==> config.mk <==
export PLATFORM = sky130hd
export DESIGN_NAME = performance_monitor
export DESIGN_NICKNAME = d
export VERILOG_FILES = /design/src/rtl/perf_monitor_pkg.sv /design/src/rtl/event_counter.sv /design/src/rtl/second_tick.sv /design/src/rtl/performance_monitor.sv
export VERILOG_INCLUDE_DIRS = /design/src /design/src/rtl
export SDC_FILE = /design/constraint.sdc
export NUM_CORES = 1
export LEC_CHECK = 0
export BUFFER_PORTS_ARGS = -buffer_cell sky130_fd_sc_hd__buf_2
export CAP_MARGIN = 10
export CORE_AREA = 5 5 109 163
export CTS_CLUSTER_SIZE = 16
export DETAILED_ROUTE_END_ITERATION = 16
export DIE_AREA = 0 0 114 168
export GPL_TIMING_DRIVEN = 0
export MAX_ROUTING_LAYER = met4
export PLACE_DENSITY_LB_ADDON = 0.2
export SETUP_SLACK_MARGIN = 0.15
export SKIP_LAST_GASP = 1
export SLEW_MARGIN = 15
export SYNTH_ARGS = -nofsm -noshare
export SYNTH_HDL_FRONTEND = slang
export SYNTH_SLANG_ARGS = --single-unit
==> constraint.sdc <==
create_clock -name aclk -period 3.2 [get_ports aclk]
set_input_delay 0.32 -clock aclk [delete_from_list [all_inputs] [get_ports aclk]]
set_output_delay 0.32 -clock aclk [all_outputs]
set_load 0.005 [all_outputs]
==> src/rtl/perf_monitor_regs.svh <==
// register indices, field positions and timing constants of the performance monitor
// Notes on behaviour
// - all holding registers load together from their live counters at one instant.
// - a zero-to-one change of the manual update bit loads every holding register.
// - while auto update is one, the holding group reloads once every second.
// - ten-bit crc-6 error count in extended superframe; low byte 00, top bits 01.
// - twelve-bit framing error count; low byte at 02, top four bits at 03.
// - three-bit count at 04 of framing bit position changes.
// - five-bit count at 05 of losses of synchronization in any frame format.
// - sixteen-bit pattern detector bit error count; low byte 06, high byte 07.
// - sixteen-bit line code violation count; low byte 08, high byte 09.
// - ten-bit data pattern error count in digital data mode; low byte 0a.
// - top two data pattern error bits sit in bits 1:0 at 0b.
`ifndef PERF_MONITOR_REGS_SVH
`define PERF_MONITOR_REGS_SVH

// -----------------------------------------------------------------------------
// register indices (byte address is four times the index)
// -----------------------------------------------------------------------------
`define IDX_CRC6_LOW          6'h00
`define IDX_CRC6_HIGH         6'h01
`define IDX_FRAMING_LOW       6'h02
`define IDX_FRAMING_HIGH      6'h03
`define IDX_POSITION_CHANGE   6'h04
`define IDX_SYNC_LOSS         6'h05
`define IDX_PATTERN_LOW       6'h06
`define IDX_PATTERN_HIGH      6'h07
`define IDX_LINE_CODE_LOW     6'h08
`define IDX_LINE_CODE_HIGH    6'h09
`define IDX_DATA_PATTERN_LOW  6'h0a
`define IDX_DATA_PATTERN_HIGH 6'h0b
`define IDX_UPDATE_CONTROL    6'h0c
`define IDX_UPDATE_STATUS     6'h0d
`define IDX_LAST              6'h0d

// -----------------------------------------------------------------------------
// counter widths and fields
// -----------------------------------------------------------------------------
`define CRC6_WIDTH            10
`define FRAMING_WIDTH         12
`define POSITION_WIDTH        3
`define SYNC_LOSS_WIDTH       5
`define PATTERN_WIDTH         16
`define LINE_CODE_WIDTH       16
`define DATA_PATTERN_WIDTH    10
`define CTRL_AUTO_BIT         0
`define CTRL_MANUAL_BIT       1
`define CTRL_RESET            2'h0
`define COUNT_RESET           8'h00

// -----------------------------------------------------------------------------
// bus answers
// -----------------------------------------------------------------------------
`define RESP_OKAY             2'h0
`define RESP_SLVERR           2'h2

// -----------------------------------------------------------------------------
// timing
// -----------------------------------------------------------------------------
`define CLK_PERIOD_PS         4000
`define UPDATE_INTERVAL_MS    1000
`define UPDATE_INTERVAL_CYCLES ((`UPDATE_INTERVAL_MS * 64'd1000000000) / `CLK_PERIOD_PS)

`endif

==> src/rtl/perf_monitor_pkg.sv <==
// types shared by the performance monitor files
`default_nettype none

package perf_monitor_pkg;

  typedef enum logic [1:0] {
    fmt_superframe          = 2'b00,
    fmt_extended_superframe = 2'b01,
    fmt_digital_data_mode   = 2'b10,
    fmt_subscriber_loop     = 2'b11
  } frame_format_t;

  typedef logic [5:0] reg_index_t;

endpackage

`default_nettype wire

==> src/rtl/event_counter.sv <==
// live event counter with a holding copy taken on each group update
`default_nettype none

module event_counter #(
  parameter int unsigned WIDTH = 8
) (
  // clock and reset
  input  wire logic             aclk,
  input  wire logic             aresetn,
  // events
  input  wire logic             event_pulse,
  input  wire logic             count_enable,
  input  wire logic             snapshot,
  // held value
  output logic [WIDTH-1:0]      held
);

  logic [WIDTH-1:0] live;
  logic             increment;

  assign increment = event_pulse & count_enable;

  // saturate rather than wrap: a wrapped count reads as fewer errors than seen
  always_ff @(posedge aclk) begin
    if (!aresetn) begin
      live <= '0;
    end else if (snapshot) begin
      live <= {{(WIDTH-1){1'b0}}, increment};
    end else if (increment && (live != {WIDTH{1'b1}})) begin
      live <= live + {{(WIDTH-1){1'b0}}, 1'b1};
    end
  end

  always_ff @(posedge aclk) begin
    if (!aresetn) begin
      held <= '0;
    end else if (snapshot) begin
      held <= live;
    end
  end

endmodule // event_counter

`default_nettype wire

==> src/rtl/second_tick.sv <==
// interval timer giving one pulse per update period while enabled
`default_nettype none

module second_tick #(
  parameter longint unsigned PERIOD = 64'd250000000
) (
  // clock and reset
  input  wire logic aclk,
  input  wire logic aresetn,
  // control
  input  wire logic enable,
  // one-cycle pulse
  output logic      tick
);

  localparam int unsigned CW = $clog2(PERIOD + 64'd1);
  localparam logic [CW-1:0] LAST = CW'(PERIOD - 64'd1);

  logic [CW-1:0] count;

  // the interval restarts whenever auto update is switched on
  always_ff @(posedge aclk) begin
    if (!aresetn) begin
      count <= '0;
      tick  <= 1'b0;
    end else if (!enable) begin
      count <= '0;
      tick  <= 1'b0;
    end else if (count == LAST) begin
      count <= '0;
      tick  <= 1'b1;
    end else begin
      count <= count + {{(CW-1){1'b0}}, 1'b1};
      tick  <= 1'b0;
    end
  end

endmodule // second_tick

`default_nettype wire

==> src/rtl/performance_monitor.sv <==
// performance monitor counter bank with axi4-lite register access
`include "perf_monitor_regs.svh"
`default_nettype none

module performance_monitor #(
  parameter int unsigned     ADDR_WIDTH             = 8,
  parameter longint unsigned UPDATE_INTERVAL_CYCLES = `UPDATE_INTERVAL_CYCLES
) (
  // clock and reset
  input  wire logic                           aclk,
  input  wire logic                           aresetn,
  // write address channel
  input  wire logic [ADDR_WIDTH-1:0]          s_axi_awaddr,
  input  wire logic [2:0]                     s_axi_awprot,
  input  wire logic                           s_axi_awvalid,
  output logic                                s_axi_awready,
  // write data channel
  input  wire logic [31:0]                    s_axi_wdata,
  input  wire logic [3:0]                     s_axi_wstrb,
  input  wire logic                           s_axi_wvalid,
  output logic                                s_axi_wready,
  // write response channel
  output logic [1:0]                          s_axi_bresp,
  output logic                                s_axi_bvalid,
  input  wire logic                           s_axi_bready,
  // read address channel
  input  wire logic [ADDR_WIDTH-1:0]          s_axi_araddr,
  input  wire logic [2:0]                     s_axi_arprot,
  input  wire logic                           s_axi_arvalid,
  output logic                                s_axi_arready,
  // read data channel
  output logic [31:0]                         s_axi_rdata,
  output logic [1:0]                          s_axi_rresp,
  output logic                                s_axi_rvalid,
  input  wire logic                           s_axi_rready,
  // receive framer state and events, same clock
  input  wire perf_monitor_pkg::frame_format_t frame_format,
  input  wire logic                           crc6_error_event,
  input  wire logic                           framing_error_event,
  input  wire logic                           frame_position_change_event,
  input  wire logic                           sync_loss_event,
  input  wire logic                           pattern_bit_error_event,
  input  wire logic                           line_code_violation_event,
  input  wire logic                           data_pattern_error_event
);

  import perf_monitor_pkg::*;

  // ---------------------------------------------------------------------------
  // helpers
  // ---------------------------------------------------------------------------
  function automatic reg_index_t index_of(input logic [ADDR_WIDTH-1:0] addr);
    index_of = addr[7:2];
  endfunction

  // shifting rather than slicing keeps the check legal when ADDR_WIDTH is exactly 8
  function automatic logic is_mapped(input logic [ADDR_WIDTH-1:0] addr);
    is_mapped = (addr[1:0] == 2'h0) && (index_of(addr) <= `IDX_LAST) &&
                ((addr >> 8) == '0);
  endfunction

  // ---------------------------------------------------------------------------
  // declarations
  // ---------------------------------------------------------------------------
  logic [ADDR_WIDTH-1:0]          write_addr;
  logic [31:0]                    write_data;
  logic [3:0]                     write_strb;
  logic                           write_addr_held;
  logic                           write_data_held;
  logic                           do_write;
  logic                           auto_update_enable;
  logic                           manual_update_trigger;
  logic                           manual_update_prev;
  logic                           manual_rise;
  logic                           auto_tick;
  logic                           group_update;
  logic [7:0]                     update_count;
  logic [31:0]                    next_rdata;
  logic [1:0]                     next_rresp;
  logic [`CRC6_WIDTH-1:0]         crc6_error_count;
  logic [`FRAMING_WIDTH-1:0]      framing_error_count;
  logic [`POSITION_WIDTH-1:0]     frame_position_change_count;
  logic [`SYNC_LOSS_WIDTH-1:0]    sync_loss_count;
  logic [`PATTERN_WIDTH-1:0]      pattern_bit_error_count;
  logic [`LINE_CODE_WIDTH-1:0]    line_code_violation_count;
  logic [`DATA_PATTERN_WIDTH-1:0] data_pattern_error_count;
  logic                           esf_active;
  logic                           data_mode_active;

  // a literal cannot be bit-selected, so the reset pattern gets a name first
  localparam logic [1:0]          CTRL_RESET_VALUE = `CTRL_RESET;

  // ---------------------------------------------------------------------------
  // write address and data, taken in either order
  // ---------------------------------------------------------------------------
  always_ff @(posedge aclk) begin
    if (!aresetn) begin
      s_axi_awready   <= 1'b0;
      write_addr_held <= 1'b0;
      write_addr      <= '0;
    end else if (s_axi_awvalid && s_axi_awready) begin
      s_axi_awready   <= 1'b0;
      write_addr_held <= 1'b1;
      write_addr      <= s_axi_awaddr;
    end else if (do_write) begin
      write_addr_held <= 1'b0;
    end else if (!write_addr_held && !s_axi_bvalid) begin
      s_axi_awready   <= 1'b1;
    end
  end

  always_ff @(posedge aclk) begin
    if (!aresetn) begin
      s_axi_wready    <= 1'b0;
      write_data_held <= 1'b0;
      write_data      <= '0;
      write_strb      <= 4'h0;
    end else if (s_axi_wvalid && s_axi_wready) begin
      s_axi_wready    <= 1'b0;
      write_data_held <= 1'b1;
      write_data      <= s_axi_wdata;
      write_strb      <= s_axi_wstrb;
    end else if (do_write) begin
      write_data_held <= 1'b0;
    end else if (!write_data_held && !s_axi_bvalid) begin
      s_axi_wready    <= 1'b1;
    end
  end

  assign do_write = write_addr_held && write_data_held && !s_axi_bvalid;

  // ---------------------------------------------------------------------------
  // write response
  // ---------------------------------------------------------------------------
  // counter registers are read only; writing them is accepted and ignored
  always_ff @(posedge aclk) begin
    if (!aresetn) begin
      s_axi_bvalid <= 1'b0;
      s_axi_bresp  <= `RESP_OKAY;
    end else if (do_write) begin
      s_axi_bvalid <= 1'b1;
      s_axi_bresp  <= is_mapped(write_addr) ? `RESP_OKAY : `RESP_SLVERR;
    end else if (s_axi_bready) begin
      s_axi_bvalid <= 1'b0;
    end
  end

  // ---------------------------------------------------------------------------
  // update control register
  // ---------------------------------------------------------------------------
  always_ff @(posedge aclk) begin
    if (!aresetn) begin
      auto_update_enable    <= CTRL_RESET_VALUE[`CTRL_AUTO_BIT];
      manual_update_trigger <= CTRL_RESET_VALUE[`CTRL_MANUAL_BIT];
    end else if (do_write && is_mapped(write_addr) && write_strb[0] &&
                 (index_of(write_addr) == `IDX_UPDATE_CONTROL)) begin
      auto_update_enable    <= write_data[`CTRL_AUTO_BIT];
      manual_update_trigger <= write_data[`CTRL_MANUAL_BIT];
    end
  end

  always_ff @(posedge aclk) begin
    if (!aresetn) begin
      manual_update_prev <= CTRL_RESET_VALUE[`CTRL_MANUAL_BIT];
    end else begin
      manual_update_prev <= manual_update_trigger;
    end
  end

  // only the rising edge counts, so software must write zero before each request
  assign manual_rise = manual_update_trigger && !manual_update_prev;

  second_tick #(
    .PERIOD (UPDATE_INTERVAL_CYCLES)
  ) interval_timer (
    .aclk    (aclk),
    .aresetn (aresetn),
    .enable  (auto_update_enable),
    .tick    (auto_tick)
  );

  // one strobe feeds every counter so the whole group shares one instant
  assign group_update = manual_rise | auto_tick;

  always_ff @(posedge aclk) begin
    if (!aresetn) begin
      update_count <= `COUNT_RESET;
    end else if (group_update) begin
      update_count <= update_count + 8'h01;
    end
  end

  // ---------------------------------------------------------------------------
  // live counters and holding registers
  // ---------------------------------------------------------------------------
  assign esf_active       = (frame_format == fmt_extended_superframe);
  assign data_mode_active = (frame_format == fmt_digital_data_mode);

  event_counter #(
    .WIDTH (`CRC6_WIDTH)
  ) crc6_counter (
    .aclk         (aclk),
    .aresetn      (aresetn),
    .event_pulse  (crc6_error_event),
    .count_enable (esf_active),
    .snapshot     (group_update),
    .held         (crc6_error_count)
  );

  // f-bit errors in sf, data mode and subscriber loop; alignment errors in esf
  event_counter #(
    .WIDTH (`FRAMING_WIDTH)
  ) framing_counter (
    .aclk         (aclk),
    .aresetn      (aresetn),
    .event_pulse  (framing_error_event),
    .count_enable (1'b1),
    .snapshot     (group_update),
    .held         (framing_error_count)
  );

  event_counter #(
    .WIDTH (`POSITION_WIDTH)
  ) position_counter (
    .aclk         (aclk),
    .aresetn      (aresetn),
    .event_pulse  (frame_position_change_event),
    .count_enable (1'b1),
    .snapshot     (group_update),
    .held         (frame_position_change_count)
  );

  event_counter #(
    .WIDTH (`SYNC_LOSS_WIDTH)
  ) sync_loss_counter (
    .aclk         (aclk),
    .aresetn      (aresetn),
    .event_pulse  (sync_loss_event),
    .count_enable (1'b1),
    .snapshot     (group_update),
    .held         (sync_loss_count)
  );

  event_counter #(
    .WIDTH (`PATTERN_WIDTH)
  ) pattern_counter (
    .aclk         (aclk),
    .aresetn      (aresetn),
    .event_pulse  (pattern_bit_error_event),
    .count_enable (1'b1),
    .snapshot     (group_update),
    .held         (pattern_bit_error_count)
  );

  event_counter #(
    .WIDTH (`LINE_CODE_WIDTH)
  ) line_code_counter (
    .aclk         (aclk),
    .aresetn      (aresetn),
    .event_pulse  (line_code_violation_event),
    .count_enable (1'b1),
    .snapshot     (group_update),
    .held         (line_code_violation_count)
  );

  event_counter #(
    .WIDTH (`DATA_PATTERN_WIDTH)
  ) data_pattern_counter (
    .aclk         (aclk),
    .aresetn      (aresetn),
    .event_pulse  (data_pattern_error_event),
    .count_enable (data_mode_active),
    .snapshot     (group_update),
    .held         (data_pattern_error_count)
  );

  // ---------------------------------------------------------------------------
  // read path
  // ---------------------------------------------------------------------------
  always_comb begin
    next_rdata = 32'h0000_0000;
    next_rresp = `RESP_OKAY;
    if (!is_mapped(s_axi_araddr)) begin
      next_rresp = `RESP_SLVERR;
    end else begin
      unique case (index_of(s_axi_araddr))
        `IDX_CRC6_LOW: begin
          next_rdata[7:0] = crc6_error_count[7:0];
        end
        `IDX_CRC6_HIGH: begin
          next_rdata[1:0] = crc6_error_count[9:8];
        end
        `IDX_FRAMING_LOW: begin
          next_rdata[7:0] = framing_error_count[7:0];
        end
        `IDX_FRAMING_HIGH: begin
          next_rdata[3:0] = framing_error_count[11:8];
        end
        `IDX_POSITION_CHANGE: begin
          next_rdata[2:0] = frame_position_change_count;
        end
        `IDX_SYNC_LOSS: begin
          next_rdata[4:0] = sync_loss_count;
        end
        `IDX_PATTERN_LOW: begin
          next_rdata[7:0] = pattern_bit_error_count[7:0];
        end
        `IDX_PATTERN_HIGH: begin
          next_rdata[7:0] = pattern_bit_error_count[15:8];
        end
        `IDX_LINE_CODE_LOW: begin
          next_rdata[7:0] = line_code_violation_count[7:0];
        end
        `IDX_LINE_CODE_HIGH: begin
          next_rdata[7:0] = line_code_violation_count[15:8];
        end
        `IDX_DATA_PATTERN_LOW: begin
          next_rdata[7:0] = data_pattern_error_count[7:0];
        end
        `IDX_DATA_PATTERN_HIGH: begin
          next_rdata[1:0] = data_pattern_error_count[9:8];
        end
        `IDX_UPDATE_CONTROL: begin
          next_rdata[`CTRL_AUTO_BIT]   = auto_update_enable;
          next_rdata[`CTRL_MANUAL_BIT] = manual_update_trigger;
        end
        `IDX_UPDATE_STATUS: begin
          next_rdata[7:0] = update_count;
        end
        default: begin
          next_rresp = `RESP_SLVERR;
        end
      endcase
    end
  end

  always_ff @(posedge aclk) begin
    if (!aresetn) begin
      s_axi_arready <= 1'b0;
    end else if (s_axi_arvalid && s_axi_arready) begin
      s_axi_arready <= 1'b0;
    end else if (!s_axi_rvalid) begin
      s_axi_arready <= 1'b1;
    end
  end

  // holding values only change on group_update, so a read never sees a half update
  always_ff @(posedge aclk) begin
    if (!aresetn) begin
      s_axi_rvalid <= 1'b0;
      s_axi_rdata  <= 32'h0000_0000;
      s_axi_rresp  <= `RESP_OKAY;
    end else if (s_axi_arvalid && s_axi_arready) begin
      s_axi_rvalid <= 1'b1;
      s_axi_rdata  <= next_rdata;
      s_axi_rresp  <= next_rresp;
    end else if (s_axi_rready) begin
      s_axi_rvalid <= 1'b0;
    end
  end

endmodule // performance_monitor

`default_nettype wire

**Yosys cells after proc, flatten, opt, wreduce, memory -nomap -nowiden**

Cells that the tools add are included.

- Flip-flop bits (word level): 214
- Latch bits: 0
- Bits in writable memories: 0
- ROM bits: 0
- Output and inout bits: 41
- Word-level logic and storage cells: 159
- Memories: 0

- Add/sub/neg operators: 9
- Multiply operators: 0
- Divide/modulo/power cells: 0
- Order comparisons: 2
- Equality and inequality tests: 24
- Shifts and indexed selects: 0
- Muxes and demuxes: 31
- Bitwise logic cells: 6
- Reductions and logical operators: 47

Operators with widths:

| kind | number |
|---|---|
| $eq A6 B4 Y1 const B | 7 |
| $add A16 B1 Y16 const B | 2 |
| $ne A16 B16 Y1 const B | 2 |
| $add A28 B1 Y28 const B | 1 |
| $eq A28 B28 Y1 const B | 1 |
| $pmux W2 S14 | 1 |
| $eq A6 B3 Y1 const B | 4 |
| $pmux W3 S8 | 1 |
| $mux W1 | 22 |
| $reduce_bool A2 Y1 | 11 |
| $add A10 B1 Y10 const B | 2 |
| $logic_and A1 B1 Y1 | 20 |
| $ne A10 B10 Y1 const B | 2 |
| $reduce_or A14 Y1 | 1 |
| $add A12 B1 Y12 const B | 1 |
| $eq A6 B2 Y1 const B | 2 |
| $le A6 B4 Y1 const B | 2 |
| $ne A12 B12 Y1 const B | 1 |
| $pmux W1 S11 | 1 |
| $pmux W1 S10 | 1 |
| $pmux W1 S9 | 1 |
| $add A8 B1 Y8 const B | 1 |
| $mux W8 | 1 |
| $reduce_or A2 Y1 | 4 |
| other kinds (16) | 27 |

**Longest topological paths before layout**

- Word-level depth: 5
- Mapped depth: 7
- Depth with buffers taken out: 7

**Cells and area by module**

From an unflattened synthesis, not the netlist that was laid out.

- Cells, all modules: 1,128
- Area, all modules: 10,530.1 µm²

By module, submodules not included:

| module | instances | cells an instance | area each (µm²) | seq. area each (µm²) |
|---|---|---|---|---|
| event_counter (line_code_counter ...) | 2 | 145 | 1,453.9 | 640.6 |
| performance_monitor | 1 | 310 | 2,568.7 | 780.7 |
| event_counter (crc6_counter ...) | 2 | 99 | 948.4 | 400.4 |
| second_tick | 1 | 148 | 1,307.5 | 580.6 |
| event_counter (framing_counter) | 1 | 113 | 1,112.3 | 480.5 |
| event_counter (sync_loss_counter) | 1 | 42 | 439.2 | 200.2 |
| event_counter (position_counter) | 1 | 27 | 297.8 | 120.1 |

**Worst setup path after synthesis**

No wires, ideal clock.

- Path kind: register to register
- Start point: register interval_timer.count[0]
- End point: register interval_timer.count[23]
- Arrival: 1,749 ps
- Data required time: 3,085 ps
- Path slack: 1,337 ps
- Stages on the path, launching flop included: 8
- Buffers on the path: 1
- Period minus slack after synthesis: 1,863 ps
- Path through: dfxtp_1 ha_1 and4_4 nand2_8 or4_4 nand3_4 buf_8 nor2_1

- Cells in the longest elaborated chain, start to end: 2
- Elaborated cells between the ends (all ways): 3
- Classes of those cells: add/sub (1); eq/ne (1); reduce/logical (1)

Ends and longest elaborated chain:

| element | line | source |
|---|---|---|
| from (decl) | second_tick.sv:19 | `logic [CW-1:0] count;` |
| from (signal assigned) | second_tick.sv:33 | `count <= count + {{(CW-1){1'b0}}, 1'b1};` |
| parallel branches: the longest is 2 deep, another holds $add A28 B1 Y28 | -- |  |

Parallel ways; which one is timed is not known.
A chain may end at the register's enable or synchronous reset.

**Final worst setup path**

- Start point: register manual_update_trigger
- End point: register pattern_counter.held[15]

- Cells in the longest elaborated chain, start to end: 2

Ends and longest elaborated chain:

| element | line | source |
|---|---|---|
| from (decl) | performance_monitor.sv:72 | `logic manual_update_trigger;` |
| from (signal assigned) | performance_monitor.sv:154 | `` manual_update_trigger <= CTRL_RESET_VALUE[`CTRL_MANUAL_BIT]; `` |
| from (signal assigned) | performance_monitor.sv:158 | `` manual_update_trigger <= write_data[`CTRL_MANUAL_BIT]; `` |
| $logic_and A1 B1 Y1 | performance_monitor.sv:171 | `assign manual_rise = manual_update_trigger && !manual_update_prev;` |
| $or A1 B1 Y1 | performance_monitor.sv:183 | `assign group_update = manual_rise \| auto_tick;` |
| to (signal assigned) | event_counter.sv:38 | `held <= live;` |
| to (decl) | event_counter.sv:15 | `output logic [WIDTH-1:0] held` |

Every way passes these cells.

==> results_dict.tcl <==
set metrics [dict create \
    mappedNetlistArea_sq_um 10000 \
    detailroute.via_count 8660 \
    final_antenna_net_count 0 \
    synth.lib_cells_used.distinct 71 \
    synth_compound_area_share_pct 15.0 \
    count_of_flip_flops_with_a_built_in_enable_after_synthesis 0 \
    post_synthesis_share_of_cell_area_spent_on_and_or_nand_and_nor_gates_pct 26.8 \
    post-route-worst-setup-slack_ns 0.866 \
    stdcell_count 1491 \
    met3_wirelength_um 1500 \
    p_seq_share_pct 49.5 \
    antenna_found_initial 1 \
    routed_length_on_met1_um 10100 \
    route.detailed.vias_per_inst 5.81 \
    portBuffers 48 \
    synthArstFlopShare_pct 0 \
    cts.reportedPaths.clkPinSlew_ns 0.06 \
    wl_per_cell_um 17.5 \
    cts_made_buffers 21 \
    largest_family_of_logic_cells_by_synthesized_area "simple AND/OR/NAND/NOR gates" \
    synth-main-ff-cell "sky130_fd_sc_hd__dfxtp_1" \
    power.net_switching_mw 1.19 \
    power_density_nw_per_um2 483 \
    p_leak_nw 4.02 \
    grt_pass1_vias 8536 \
    final-max-slew-violation-count 0 \
    cp-end-kind "register" \
    htree_num_levels 1 \
    yosys.area_share.adder_pct 1.38 \
    clock_skew_after_layout_ns 0.00811 \
    unrepaired_setup_endpoints_after_global_routing "false" \
    drt-total-wl_um 26100 \
    drt_pass1_iterations 6 \
    grt.overflow.total 0 \
    synth-seq-cells 212 \
    cap_violations 0 \
    irDropWorstVdd_mv 0.432 \
    cts_tree "built" \
    crit_path_max_fanout 10 \
    report.final.setup_viol 0 \
    cts_post_setup_buffers_inserted 0 \
    finalCoreUtilization_pct 70.4 \
    switching_share_pct 21.9 \
    timing.critical_path.arrival_ns 2.75 \
    drt_iter0_markers 645 \
    postSynthCellCount 1175 \
    clkPwrFrac_pct 45.5 \
    x_dimension_of_the_die_um 114 \
    design.portCount 115 \
    post_placement_worst_setup_slack_ns 0.880 \
    period_needed_ns 2.33 \
    placement_rows 57 \
    worstSetupStartpointType "register" \
    ctsLongestPathBuffers 3 \
    grt_max_degree 15 \
    floorplan.core_area_sq_um 16000 \
    highest_metal_layer_with_signal_wires "met4" \
    placed_cells 1454 \
    status "finished clean" \
    synth_mux_area_share_pct 2.81 \
    clock_latency_reported_for_the_late_side_of_the_worst_skew_pair_ns 0.49 \
    fraction_of_layout_cells_with_a_size_suffix_above_1_pct 11.8 \
    synth.yosys.seq_area_share_pct 42.4 \
    worst-slew-pin-transition_ns 0.812 \
    yosys_warnings 0 \
    effective_utilization_at_floorplan_pct 62.3 \
    pwr-share-comb_pct 5.0 \
    area_growth_pct 12.9 \
    cts.repair.resized 0 \
    dieArea_sq_um 19200 \
    first_pass_grt_wire_length_um 42600 \
    dp.final_hpwl_um 19100 \
    synthXorXnorAreaFrac_pct 6.22 \
    clk_root_buffer_cell "sky130_fd_sc_hd__clkbuf_16" \
    timing_hold_violations_final 0 \
    critical_path_class "reg -> reg" \
    cell_internal_pwr_mw 4.26 \
    totalNegativeSetupSlack_ns 0 \
    post-route-drc-count 0 \
    period_share_pct 73.0 \
    synth.avg_cell_area_sq_um 8.51 \
    floorplan.die.height_um 168 \
    globalplace.congestion 0.976 \
    cts.sink_count 212 \
    timing.fmax_ghz 0.428 \
    post_layout_nets 1356 \
    dr_wl_met2_um 13200 \
    hp-class "in -> reg" \
    holdBufCountCts 0 \
    track_usage_pct 28.1 \
    max_slew_margin_pct 45.7 \
    cp.required_ns 3.62 \
]
## layout by cell type, fill, tap and decap left out, drive strengths merged, types with 7 or more instances in the layout
master  instances
a21boi         91
nand4          31
xnor2          39
mux2i          18
nand3          67
and4           11
and2           11
or3            13
a22oi           7
a21oi          23
ha             11
a22o            7
and3           17
clkbuf         67
nor2           90
conb           26
xor2           32
nor2b          12
o21ai          38
nor4           11
dfxtp         212
mux2            7
nor3           30
nand2         222
buf            95
inv            12
## flip-flops by register name, summed over array words and instances (netlist names), 2 cells and up
| signal | cells |
|---|---|
| update_count | 8 |
| position_counter.held | 3 |
| data_pattern_counter.live | 10 |
| line_code_counter.held | 16 |
| crc6_counter.live | 10 |
| framing_counter.live | 12 |
| pattern_counter.live | 16 |
| write_data | 2 |
| interval_timer.count | 28 |
| position_counter.live | 3 |
| sync_loss_counter.live | 5 |
| line_code_counter.live | 16 |
| data_pattern_counter.held | 10 |
| crc6_counter.held | 10 |
| sync_loss_counter.held | 5 |
| write_addr | 8 |
| pattern_counter.held | 16 |
| framing_counter.held | 12 |
| s_axi_rdata | 8 |
## metrics by stage
| step | total power, mW | area (sq um) | hold slack (ns) |
|---|---|---|---|
| after floorplan | 2.93 | 10100 | 0.430 |
| after global placement | 3.02 | 10600 | 0.448 |
| after detailed placement | 3.03 | 10600 | 0.452 |
| after CTS | 5.49 | 11300 | 0.0766 |
| after global routing | 5.64 | 11300 | 0.0794 |
| final | 5.46 | 11300 | 0.0884 |
## path summary, 6_finish.rpt
| kind | from | to | slack, ns | cells after the start |
|---|---|---|---|---|
| worst max-delay path | manual_update_trigger | pattern_counter.held[15] | 0.87 | 5 |
| worst max register to register | manual_update_trigger | pattern_counter.held[15] | 0.87 | 5 |
| worst min register to register | pattern_counter.held[4] | pattern_counter.held[4] | 0.46 | 2 |
| worst min-delay path | s_axi_awaddr[1] | write_addr[1] | 0.09 | 3 |
## power by group through the flow
| stage | logic (mW) | registers, mW | clock network [mW] |
|---|---|---|---|
| after detailed placement | 0.270 | 2.76 | 0 |
| final | 0.274 | 2.70 | 2.48 |
| after global placement | 0.266 | 2.76 | 0 |
| after floorplan | 0.178 | 2.75 | 0 |
| after CTS | 0.271 | 2.70 | 2.52 |
| after global routing | 0.300 | 2.70 | 2.64 |
## metal layers
metal | GRT usage (%) | vias to the layer above
met5 | - | -
met4 | 12.6 | 0
met3 | 3.63 | 74
met2 | 49.3 | 268
met1 | 31.5 | 4068
li1 | - | 4250
## kinds of logic (layout without fill, tap and decap cells)
logic type | count (synthesis) | after routing
compound gates | 211 | 211
xor+xnor | 71 | 71
fa+ha+maj | 11 | 11
buf+inv | 97 | 181
flops | 212 | 212
mux | 26 | 26
other cells | 1 | 27
simple gates | 546 | 546
## cell type report
class,instances,area (sq um)
repair buffers,48,240
multi-input cells,891,5330
diodes,1,2.50
well taps,206,258
flip-flops and latches,212,4240
inverters,12,45.0
clock inverters,7,90.1
fillers,1367,4750
clock buffers,29,606
plain buffers,85,482
## Yosys cell counts (11+ instances only)
master / number / area, sq um
sky130_fd_sc_hd__inv_1: 12 / 45.0
sky130_fd_sc_hd__nor2b_1: 12 / 75.1
sky130_fd_sc_hd__a21boi_0: 91 / 683
sky130_fd_sc_hd__dfxtp_1: 212 / 4240
sky130_fd_sc_hd__or3_1: 12 / 75.1
sky130_fd_sc_hd__clkbuf_1: 38 / 143
sky130_fd_sc_hd__o21ai_0: 37 / 185
sky130_fd_sc_hd__nor3_1: 30 / 150
sky130_fd_sc_hd__ha_1: 11 / 138
sky130_fd_sc_hd__xnor2_1: 39 / 342
sky130_fd_sc_hd__xor2_1: 32 / 280
sky130_fd_sc_hd__nand3_1: 65 / 325
sky130_fd_sc_hd__nand4_1: 31 / 194
sky130_fd_sc_hd__mux2i_1: 18 / 180
sky130_fd_sc_hd__nor2_1: 90 / 338
sky130_fd_sc_hd__and2_1: 11 / 68.8
sky130_fd_sc_hd__a21oi_1: 22 / 110
sky130_fd_sc_hd__nand2_1: 221 / 830
sky130_fd_sc_hd__and3_1: 16 / 100
sky130_fd_sc_hd__buf_4: 28 / 210
## critical path, stage by stage (launching register included)
cell and delay (ns):
sky130_fd_sc_hd__dfxtp_1 0.41, sky130_fd_sc_hd__a21o_1 0.42, sky130_fd_sc_hd__clkbuf_1 0.55, sky130_fd_sc_hd__buf_1 0.52, sky130_fd_sc_hd__nand2_1 0.17, sky130_fd_sc_hd__a21boi_0 0.19
No activity file was read; power rests on OpenSTA's default activity.
